`config.mk`:
```
export PLATFORM = sky130hd
export DESIGN_NAME = arv_vblank_ctrl
export DESIGN_NICKNAME = d
export VERILOG_FILES = /design/src/inc/arv_pkg.sv /design/src/verilog/arv_vblank_ctrl.sv /design/src/verilog/arv_line_timer.sv
export SDC_FILE = /design/constraint.sdc
export NUM_CORES = 1
export LEC_CHECK = 0
export BUFFER_PORTS_ARGS = -buffer_cell sky130_fd_sc_hd__buf_4
export CAP_MARGIN = 20
export CORE_AREA = 2 2 180 182
export DETAILED_ROUTE_END_ITERATION = 8
export DIE_AREA = 0 0 182 184
export HOLD_SLACK_MARGIN = 0.03
export PLACE_DENSITY = 0.75
export SYNTH_ARGS = -nofsm -noshare
export SYNTH_HDL_FRONTEND = slang
export SYNTH_SLANG_ARGS = --single-unit
```
`constraint.sdc`:
```
create_clock -name pclk -period 16.1 [get_ports pclk]
set_clock_uncertainty 0.15 [all_clocks]
set_input_delay 3.22 -clock pclk [delete_from_list [all_inputs] [get_ports pclk]]
set_output_delay 3.22 -clock pclk [all_outputs]
set_load 0.02 [all_outputs]
```
`src/inc/arv_pkg.sv`:
```
// constants, register map and state type for the adaptive refresh vblank control
package arv_pkg;
  localparam int LW = 16;
  localparam int AW = 12;
  localparam int IRQ_W = 4;

  // register byte offsets
  localparam logic [11:0] ADDR_CTRL = 12'h000;
  localparam logic [11:0] ADDR_W2 = 12'h004;
  localparam logic [11:0] ADDR_VTOTAL = 12'h008;
  localparam logic [11:0] ADDR_VMAX = 12'h00c;
  localparam logic [11:0] ADDR_VMIN = 12'h010;
  localparam logic [11:0] ADDR_FLIPLINE = 12'h014;
  localparam logic [11:0] ADDR_PUSH = 12'h018;
  localparam logic [11:0] ADDR_STATUS = 12'h01c;
  localparam logic [11:0] ADDR_INT_STAT = 12'h020;
  localparam logic [11:0] ADDR_INT_MASK = 12'h024;
  localparam logic [11:0] ADDR_HTOTAL = 12'h028;
  localparam logic [11:0] ADDR_VACTIVE = 12'h02c;
  localparam logic [11:0] ADDR_PREV_TOTAL = 12'h030;

  // field positions
  localparam int CTRL_EN_BIT = 0;
  localparam int CTRL_FLIP_BIT = 1;
  localparam int CTRL_GB_LSB = 16;
  localparam int PUSH_SEND_BIT = 0;
  localparam int PUSH_EN_BIT = 1;
  localparam int STAT_LIVE_BIT = 0;
  localparam int STAT_PVB_BIT = 1;
  localparam int STAT_DVB_BIT = 2;
  localparam int STAT_STATE_LSB = 4;
  localparam int STAT_LINE_LSB = 16;
  localparam int IRQ_DB = 0;
  localparam int IRQ_FS = 1;
  localparam int IRQ_MAX = 2;
  localparam int IRQ_LIVE = 3;

  // values after reset
  localparam logic [15:0] RST_GUARDBAND = 16'h0008;
  localparam logic [15:0] RST_W2 = 16'h0002;
  localparam logic [15:0] RST_VTOTAL = 16'h0040;
  localparam logic [15:0] RST_VMAX = 16'h0060;
  localparam logic [15:0] RST_VMIN = 16'h0040;
  localparam logic [15:0] RST_FLIPLINE = 16'h0040;
  localparam logic [15:0] RST_HTOTAL = 16'h0010;
  localparam logic [15:0] RST_VACTIVE = 16'h0020;
  localparam logic [3:0] RST_INT_MASK = 4'h0;

  // lines from double-buffer update to frame start
  localparam logic [15:0] FS_DELAY_LINES = 16'h0001;

  typedef enum logic [1:0] {
    ST_ACTIVE,
    ST_STRETCH,
    ST_LATENCY,
    ST_FILL
  } arv_state_t;
endpackage

```
`src/verilog/arv_vblank_ctrl.sv`:
```
// adaptive refresh vblank control: apb registers, line counter and termination machine
//
// Design decisions made here: the address map and the APB interface to the registers.
`timescale 1ns/10ps
module arv_vblank_ctrl (
  // clock and reset
  input wire logic pclk,
  input wire logic presetn,
  // apb slave
  input wire logic [11:0] paddr,
  input wire logic psel,
  input wire logic penable,
  input wire logic pwrite,
  input wire logic [31:0] pwdata,
  output logic [31:0] prdata,
  output logic pready,
  output logic pslverr,
  // timing to pipe and panel
  output logic panel_vblank,
  output logic delayed_vblank,
  output logic db_update,
  output logic frame_start,
  output logic [15:0] line_count,
  output logic adaptive_live,
  // interrupt
  output logic irq
);
  localparam int LW = arv_pkg::LW;

  // settings
  logic vrr_enable;
  logic flip_enable;
  logic push_enable;
  logic send_push;
  logic [LW-1:0] guardband;
  logic [LW-1:0] w2_lines;
  logic [LW-1:0] vtotal;
  logic [LW-1:0] vmax;
  logic [LW-1:0] vmin;
  logic [LW-1:0] flipline;
  logic [LW-1:0] htotal;
  logic [LW-1:0] vactive;
  logic [arv_pkg::IRQ_W-1:0] int_status;
  logic [arv_pkg::IRQ_W-1:0] int_mask;

  // timing state
  arv_pkg::arv_state_t state;
  logic [LW-1:0] line_cnt;
  logic [LW-1:0] phase_cnt;
  logic [LW-1:0] prev_total;
  logic line_tick;

  // apb decode
  logic setup;
  logic wr;
  logic rd;
  logic mapped;
  logic [31:0] rd_word;
  logic [arv_pkg::IRQ_W-1:0] rd_clear;

  // termination terms
  logic [LW-1:0] next_line;
  logic [LW-1:0] ph1;
  logic [LW:0] overhead;
  logic [LW-1:0] min_limit;
  logic [LW-1:0] min_bnd;
  logic [LW-1:0] max_bnd;
  logic [LW-1:0] nom_bnd;
  logic push_due;
  logic max_due;
  logic nom_due;
  logic term_due;
  logic enter_fill;
  logic end_frame;
  logic fs_hit;
  logic [arv_pkg::IRQ_W-1:0] events;

  // boundary = limit - guardband - latency window, floored at zero
  function automatic logic [15:0] bound_of(input logic [15:0] lim, input logic [16:0] ovh);
    logic [16:0] diff;
    diff = {1'b0, lim} - ovh;
    if ({1'b0, lim} > ovh) begin
      bound_of = diff[15:0];
    end else begin
      bound_of = '0;
    end
  endfunction

  assign setup = psel & ~penable;
  assign wr = psel & penable & pwrite;
  assign rd = psel & penable & ~pwrite;
  // zero wait states: every access completes in its first access cycle
  assign pready = 1'b1;

  always_comb begin
    mapped = 1'b1;
    rd_word = '0;
    unique case (paddr)
      arv_pkg::ADDR_CTRL: begin
        rd_word[arv_pkg::CTRL_EN_BIT] = vrr_enable;
        rd_word[arv_pkg::CTRL_FLIP_BIT] = flip_enable;
        rd_word[arv_pkg::CTRL_GB_LSB +: LW] = guardband;
      end
      arv_pkg::ADDR_W2: rd_word[LW-1:0] = w2_lines;
      arv_pkg::ADDR_VTOTAL: rd_word[LW-1:0] = vtotal;
      arv_pkg::ADDR_VMAX: rd_word[LW-1:0] = vmax;
      arv_pkg::ADDR_VMIN: rd_word[LW-1:0] = vmin;
      arv_pkg::ADDR_FLIPLINE: rd_word[LW-1:0] = flipline;
      arv_pkg::ADDR_PUSH: begin
        rd_word[arv_pkg::PUSH_SEND_BIT] = send_push;
        rd_word[arv_pkg::PUSH_EN_BIT] = push_enable;
      end
      arv_pkg::ADDR_STATUS: begin
        rd_word[arv_pkg::STAT_LIVE_BIT] = adaptive_live;
        rd_word[arv_pkg::STAT_PVB_BIT] = panel_vblank;
        rd_word[arv_pkg::STAT_DVB_BIT] = delayed_vblank;
        rd_word[arv_pkg::STAT_STATE_LSB +: 2] = state;
        rd_word[arv_pkg::STAT_LINE_LSB +: LW] = line_cnt;
      end
      arv_pkg::ADDR_INT_STAT: rd_word[arv_pkg::IRQ_W-1:0] = int_status;
      arv_pkg::ADDR_INT_MASK: rd_word[arv_pkg::IRQ_W-1:0] = int_mask;
      arv_pkg::ADDR_HTOTAL: rd_word[LW-1:0] = htotal;
      arv_pkg::ADDR_VACTIVE: rd_word[LW-1:0] = vactive;
      arv_pkg::ADDR_PREV_TOTAL: rd_word[LW-1:0] = prev_total;
      default: mapped = 1'b0;
    endcase
  end

  // read data and error are captured in the setup cycle
  always_ff @(posedge pclk or negedge presetn) begin
    if (!presetn) begin
      prdata <= '0;
      pslverr <= 1'b0;
    end else if (setup) begin
      prdata <= pwrite ? 32'h0000_0000 : rd_word;
      pslverr <= ~mapped;
    end
  end

  // only the bits actually returned are cleared, so a later event survives
  assign rd_clear = (rd && paddr == arv_pkg::ADDR_INT_STAT) ? prdata[arv_pkg::IRQ_W-1:0] : '0;

  always_ff @(posedge pclk or negedge presetn) begin
    if (!presetn) begin
      vrr_enable <= 1'b0;
      flip_enable <= 1'b0;
      guardband <= arv_pkg::RST_GUARDBAND;
      w2_lines <= arv_pkg::RST_W2;
      vtotal <= arv_pkg::RST_VTOTAL;
      vmax <= arv_pkg::RST_VMAX;
      vmin <= arv_pkg::RST_VMIN;
      flipline <= arv_pkg::RST_FLIPLINE;
      htotal <= arv_pkg::RST_HTOTAL;
      vactive <= arv_pkg::RST_VACTIVE;
      int_mask <= arv_pkg::RST_INT_MASK;
      push_enable <= 1'b0;
    end else if (wr) begin
      unique case (paddr)
        arv_pkg::ADDR_CTRL: begin
          vrr_enable <= pwdata[arv_pkg::CTRL_EN_BIT];
          flip_enable <= pwdata[arv_pkg::CTRL_FLIP_BIT];
          guardband <= pwdata[arv_pkg::CTRL_GB_LSB +: LW];
        end
        arv_pkg::ADDR_W2: w2_lines <= pwdata[LW-1:0];
        arv_pkg::ADDR_VTOTAL: vtotal <= pwdata[LW-1:0];
        arv_pkg::ADDR_VMAX: vmax <= pwdata[LW-1:0];
        arv_pkg::ADDR_VMIN: vmin <= pwdata[LW-1:0];
        arv_pkg::ADDR_FLIPLINE: flipline <= pwdata[LW-1:0];
        arv_pkg::ADDR_PUSH: push_enable <= pwdata[arv_pkg::PUSH_EN_BIT];
        arv_pkg::ADDR_INT_MASK: int_mask <= pwdata[arv_pkg::IRQ_W-1:0];
        arv_pkg::ADDR_HTOTAL: htotal <= pwdata[LW-1:0];
        arv_pkg::ADDR_VACTIVE: vactive <= pwdata[LW-1:0];
        default: ;
      endcase
    end
  end

  // request bit: write 1 sets, buffer update clears, a set in that same cycle wins
  always_ff @(posedge pclk or negedge presetn) begin
    if (!presetn) begin
      send_push <= 1'b0;
    end else if (wr && paddr == arv_pkg::ADDR_PUSH && pwdata[arv_pkg::PUSH_SEND_BIT]) begin
      send_push <= 1'b1;
    end else if (enter_fill) begin
      send_push <= 1'b0;
    end
  end

  arv_line_timer #(
    .W(LW)
  ) u_line_timer (
    .pclk(pclk),
    .presetn(presetn),
    .period(htotal),
    .line_tick(line_tick)
  );

  assign next_line = line_cnt + 1'b1;
  assign ph1 = phase_cnt + 1'b1;
  assign overhead = {1'b0, guardband} + {1'b0, w2_lines};
  // flip line never pulls the frame below the minimum total
  assign min_limit = (flip_enable && flipline > vmin) ? flipline : vmin;
  // flip line is read live, so it must be written before the request
  assign min_bnd = bound_of(min_limit, overhead);
  assign max_bnd = bound_of(vmax, overhead);
  assign nom_bnd = bound_of(vtotal, overhead);

  // one compare covers both early (wait) and late (immediate) requests
  assign push_due = adaptive_live & push_enable & send_push & (next_line >= min_bnd);
  assign max_due = adaptive_live & (next_line >= max_bnd);
  assign nom_due = ~adaptive_live & (next_line >= nom_bnd);
  assign term_due = push_due | max_due | nom_due;

  assign enter_fill = line_tick & (((state == arv_pkg::ST_STRETCH) & term_due & (w2_lines == '0)) |
                                   ((state == arv_pkg::ST_LATENCY) & (ph1 >= w2_lines)));
  // a zero guardband still gives one fill line; software keeps it larger
  assign end_frame = line_tick & (state == arv_pkg::ST_FILL) & (ph1 >= guardband);
  assign fs_hit = line_tick & (state == arv_pkg::ST_FILL) & (ph1 == arv_pkg::FS_DELAY_LINES);

  // line counter restarts each frame
  always_ff @(posedge pclk or negedge presetn) begin
    if (!presetn) begin
      state <= arv_pkg::ST_ACTIVE;
      line_cnt <= '0;
      phase_cnt <= '0;
    end else if (line_tick) begin
      line_cnt <= next_line;
      unique case (state)
        arv_pkg::ST_ACTIVE: begin
          if (next_line >= vactive) begin
            state <= arv_pkg::ST_STRETCH;
          end
        end
        arv_pkg::ST_STRETCH: begin
          if (term_due) begin
            phase_cnt <= '0;
            state <= (w2_lines == '0) ? arv_pkg::ST_FILL : arv_pkg::ST_LATENCY;
          end
        end
        arv_pkg::ST_LATENCY: begin
          if (ph1 >= w2_lines) begin
            phase_cnt <= '0;
            state <= arv_pkg::ST_FILL;
          end else begin
            phase_cnt <= ph1;
          end
        end
        arv_pkg::ST_FILL: begin
          if (ph1 >= guardband) begin
            phase_cnt <= '0;
            line_cnt <= '0;
            state <= arv_pkg::ST_ACTIVE;
          end else begin
            phase_cnt <= ph1;
          end
        end
      endcase
    end
  end

  // panel-side and pipe-side blanking levels
  always_ff @(posedge pclk or negedge presetn) begin
    if (!presetn) begin
      panel_vblank <= 1'b0;
    end else if (end_frame) begin
      panel_vblank <= 1'b0;
    end else if (line_tick && state == arv_pkg::ST_ACTIVE && next_line >= vactive) begin
      panel_vblank <= 1'b1;
    end
  end

  always_ff @(posedge pclk or negedge presetn) begin
    if (!presetn) begin
      delayed_vblank <= 1'b0;
    end else if (end_frame) begin
      delayed_vblank <= 1'b0;
    end else if (enter_fill) begin
      delayed_vblank <= 1'b1;
    end
  end

  always_ff @(posedge pclk or negedge presetn) begin
    if (!presetn) begin
      db_update <= 1'b0;
      frame_start <= 1'b0;
    end else begin
      db_update <= enter_fill;
      frame_start <= fs_hit;
    end
  end

  // live status only follows the enable at a frame boundary
  always_ff @(posedge pclk or negedge presetn) begin
    if (!presetn) begin
      adaptive_live <= 1'b0;
      prev_total <= '0;
    end else if (end_frame) begin
      adaptive_live <= vrr_enable;
      prev_total <= next_line;
    end
  end

  assign line_count = line_cnt;

  // interrupt events
  always_comb begin
    events = '0;
    events[arv_pkg::IRQ_DB] = enter_fill;
    events[arv_pkg::IRQ_FS] = fs_hit;
    events[arv_pkg::IRQ_MAX] = line_tick & (state == arv_pkg::ST_STRETCH) & max_due & ~push_due;
    events[arv_pkg::IRQ_LIVE] = end_frame & (adaptive_live != vrr_enable);
  end

  always_ff @(posedge pclk or negedge presetn) begin
    if (!presetn) begin
      int_status <= '0;
    end else begin
      int_status <= (int_status & ~rd_clear) | events;
    end
  end

  assign irq = |(int_status & int_mask);
endmodule

```
`src/verilog/arv_line_timer.sv`:
```
// scanline timer: one pulse per line period of pclk cycles
`timescale 1ns/10ps
module arv_line_timer #(
  parameter int W = 16
) (
  // clock and reset
  input wire logic pclk,
  input wire logic presetn,
  // line length in clocks
  input wire logic [W-1:0] period,
  // one-cycle pulse on the clock after the last clock of each line
  output logic line_tick
);
  logic [W-1:0] cnt;
  logic last;

  // a period of zero or one still gives one tick per clock
  assign last = ({1'b0, cnt} + 1'b1) >= {1'b0, period};

  always_ff @(posedge pclk or negedge presetn) begin
    if (!presetn) begin
      cnt <= '0;
    end else if (last) begin
      cnt <= '0;
    end else begin
      cnt <= cnt + 1'b1;
    end
  end

  always_ff @(posedge pclk or negedge presetn) begin
    if (!presetn) begin
      line_tick <= 1'b0;
    end else begin
      line_tick <= last;
    end
  end
endmodule

```
==> out/results.txt <==
Mapped Area: 0.01744 mm^2
Rel. slew slack: 19.51%
Post-synthesis cell type count: 83
Global-route wire length before repair: 90,170 um
Maximum number of pins on one net before global-route repair: 117
Synth warn: 0
Width of the die: 182 um
Compound-gate portion of the synthesized area: 19.34%
Leakage: 9.865 nW
Hold-fix buffers, CTS: 0
RSZ-0062 raised after global routing: no
XOR/XNOR share of the synthesized area: 4.117%
Async SR Flop Fraction: 100.0%
Post_cts resized: 0
CP arrival: 8.96 ns
Worst min path class: flip-flop to flip-flop
Antenna violations before repair: 1
Die span in y: 184 um
Port bufs: 103
Vias in the first global route: 15,200
Pwr Density: 68.38 mW/mm^2
HPWL after detailed placement: 45,280 um
CTS Root Buffer Type: clkbuf_16
Fin nets: 2,254
Final wirelength: 59,220 um
Final period utilization: 53.76%
Main combinational cell family by area after synthesis: compound AO/OA/AOI/OAI gates
Synth Flop Type: dfrtp_1
TritonCTS clock tree: done
Non-Filler Instances: 2,425
Endpoints failing setup: 0
Adder-cell share of the synthesized area: 14.80%
Multiplexer share of the synthesized area: 5.917%
Required time of the critical path: 16.41 ns
Worst-Skew Late Latency: 0.57 ns
Antenna viol nets, final: 0
Post-synth EDFFs: 0
Fillers: 2,603
Pre-antenna DRT Iters: 8
Synth-to-Final Area Change: 13.31%
Post-Synth Simple-Gate Area: 16.51%
IO Count: 105
Proportion of layout cells with a drive suffix above 1: 15.78%
Yosys reg bits: 245
CTS Buf Count: 28
Net Count, Synth: 2,152
Worst IR drop on VDD: 98.77 uV
Setup ws final: 7.445 ns
Vias: 15,740
Status: finished clean
Total GRT Usage: 35.32%
CP Max Fanout: 18
Setup WS pre-CTS: 7.777 ns
Setup Fix Bufs, Post-CTS: 0
Clock sinks: 245
CTS max path bufs: 3
Initial Util: 55.57%
Seq/Total Area, Yosys: 35.21%
Cells after DPL: 2,371
Die area: 0.03349 mm^2
Gate Count Post-Synth: 1,899
Least-Margin Pin Slew: 1.203 ns
Final hold vios: 0
Max-slew violation count: 0
# DRC: 0
CTS clk-pin slew, worst paths: 0.06 ns
Max frequency: 115.5 MHz
Critical path launch point type: flip-flop
Post-Route Setup TNS: 0 ns
Row cnt: 65
Synth Area per Inst: 9.186 um^2
DR iter-0 viols: 1,659
Critical Path Sink Type: flip-flop
H-Tree Depth: 1
GR Overflow Total: 0
Max_cap viols: 0
Placer congestion estimate: 1.012
CP Class: flip-flop to flip-flop
Final min period: 8.655 ns
Core area: 0.03139 mm^2
WL/cell: 24.42 um
DR vias/cell: 6.492
## worst paths after layout
path                                 start              endpoint  slack [ns]  cells after the start
worst max-delay path              vmin[10]          phase_cnt[6]        7.45                     26
worst min-delay path            prdata[29]            prdata[29]        0.32                      2
worst max register to register    vmin[10]          phase_cnt[6]        7.45                     26
worst min register to register  prdata[29]            prdata[29]        0.32                      2
max in group asynchronous          presetn          guardband[6]       11.03                      3
min in group asynchronous          presetn  u_line_timer.cnt[11]        2.54                      1
## metal layers
| layer | GRT usage [%] | share of wire [%] |
|---|---|---|
| met1 | 47.93 | 41 |
| met4 | 15.87 | 5.4 |
| met3 | 6.220 | 9.2 |
| met5 | 0 | 0 |
| met2 | 55.51 | 44 |
## metrics by stage
stage | utilization [%] | hold WS (ns) | cell area (um^2) | power, W
final | 62.97 | 0.3195 | 19770 | 0.001352
after global routing | 62.96 | 0.3524 | 19760 | 0.001386
after CTS | 62.86 | 0.3253 | 19730 | 0.001356
after detailed placement | 59.76 | 0.3069 | 18760 | 0.0006868
after global placement | 59.73 | 0.3048 | 18750 | 0.0006866
after floorplan | - | 0.3007 | 17440 | 0.0006493
## cell type report
class,instances,area (um^2),area share (%)
Antenna cell,1,2.502,0.01266
Clock buffer,38,788.3,3.988
Clock inverter,13,186.4,0.9432
Inverter,116,435.4,2.203
Multi-Input combinational cell,1471,10640,53.84
Sequential cell,245,6142,31.07
Tap cell,402,503.0,2.545
Timing Repair Buffer,139,1066,5.393
## power breakdown
group / internal, W / leakage, nW / switching, W
Sequential: 0.000617 / 2.97 / 0.00000106
Combinational: 0.0000175 / 6.42 / 0.0000405
Clock: 0.000408 / 0.479 / 0.000268
## cells in the final DEF (no fill, tap or decap), types with 7 or more instances in the layout
master	Yosys	layout
or3_1	11	11
o211ai_1	11	11
dfstp_2	9	9
nor2b_1	23	23
and2_1	7	7
o41ai_1	9	9
nor3_1	46	43
o2bb2ai_1	11	11
a31oi_1	9	9
dfrtp_1	236	236
o21ai_0	150	150
a22oi_1	70	70
a22o_1	26	26
a21oi_1	64	64
nor4_1	17	13
a21o_1	40	40
and3_1	13	13
buf_4	1	136
a221oi_1	8	8
xor2_1	27	27
o21a_1	14	14
inv_1	115	115
nor2_1	77	76
nand3_1	45	45
nand2_1	249	249
mux2_2	84	84
clkbuf_16	0	28
a211oi_1	17	17
ha_1	200	200
nand4_1	43	43
nand2b_1	27	26
xnor2_1	55	54
## kinds of logic (layout without fill, tap and decap cells)
family / after synthesis / in the layout
and+or+nand+nor: 593 / 593
AOI/OAI and AO/OA: 499 / 499
DFF: 245 / 245
adders and majority gates: 204 / 204
buffers and inverters: 183 / 306
muxes: 92 / 92
xor gates and xnor gates: 82 / 82
other: 1 / 2
## registers in the layout (all words and copies together) (netlist names), 16 cells and up
| signal | flops |
|---|---|
| u_line_timer.cnt | 16 |
| prdata | 32 |
| vtotal | 16 |
| flipline | 16 |
| guardband | 16 |
| vmin | 16 |
| vactive | 16 |
| htotal | 16 |
| prev_total | 16 |
| vmax | 16 |
| line_count | 16 |
| phase_cnt | 16 |
| w2_lines | 16 |
## synth_stat cells (7+ instances only)
library cell  instances  area share (%)
o2bb2ai_1            11            0.55
a21o_1               40             1.7
o41ai_1               9            0.45
mux2_2               84             5.4
o21ai_0             150             4.3
dfstp_2               9             1.4
a21oi_1              64             1.8
nand2b_1             27            0.97
and2_1                7            0.25
xor2_1               27             1.4
nand2_1             249             5.4
a211oi_1             17            0.73
a31oi_1               9            0.32
nor4_1               17            0.61
o21a_1               14            0.60
a221oi_1              8            0.40
a22o_1               26             1.3
nand3_1              45             1.3
nor2b_1              23            0.82
buf_2                11            0.32
xnor2_1              55             2.8
nor3_1               46             1.3
a22oi_1              70             3.0
and3_1               13            0.47
nand4_1              43             1.5
or3_1                11            0.39
nor2_1               77             1.7
dfrtp_1             236              34
o211ai_1             11            0.47
inv_1               115             2.5
clkbuf_1             52             1.1
ha_1                200              14
## critical path, cell delays in order, from the launching register on
cell       delay (ns)
dfrtp_1          0.37
inv_1            0.07
ha_1             0.31
nand4_1          0.11
or3_1            0.42
o41ai_1          0.56
nor2_1           0.12
a21oi_2          0.84
mux2_2           0.46
ha_1             0.30
nor2b_1          0.13
o21a_1           0.13
o21ai_0          0.13
o2bb2ai_1        0.22
o311ai_0         0.35
o2111ai_1        0.23
nor2_1           0.63
nand3_1          0.18
ha_1             0.35
and4_1           0.17
o21ai_0          0.08
or4_1            0.46
a311oi_2         0.38
nor3b_1          0.14
a211o_1          0.53
or2_0            0.49
o31ai_2          0.25
Power figures use the tool's default switching activity.
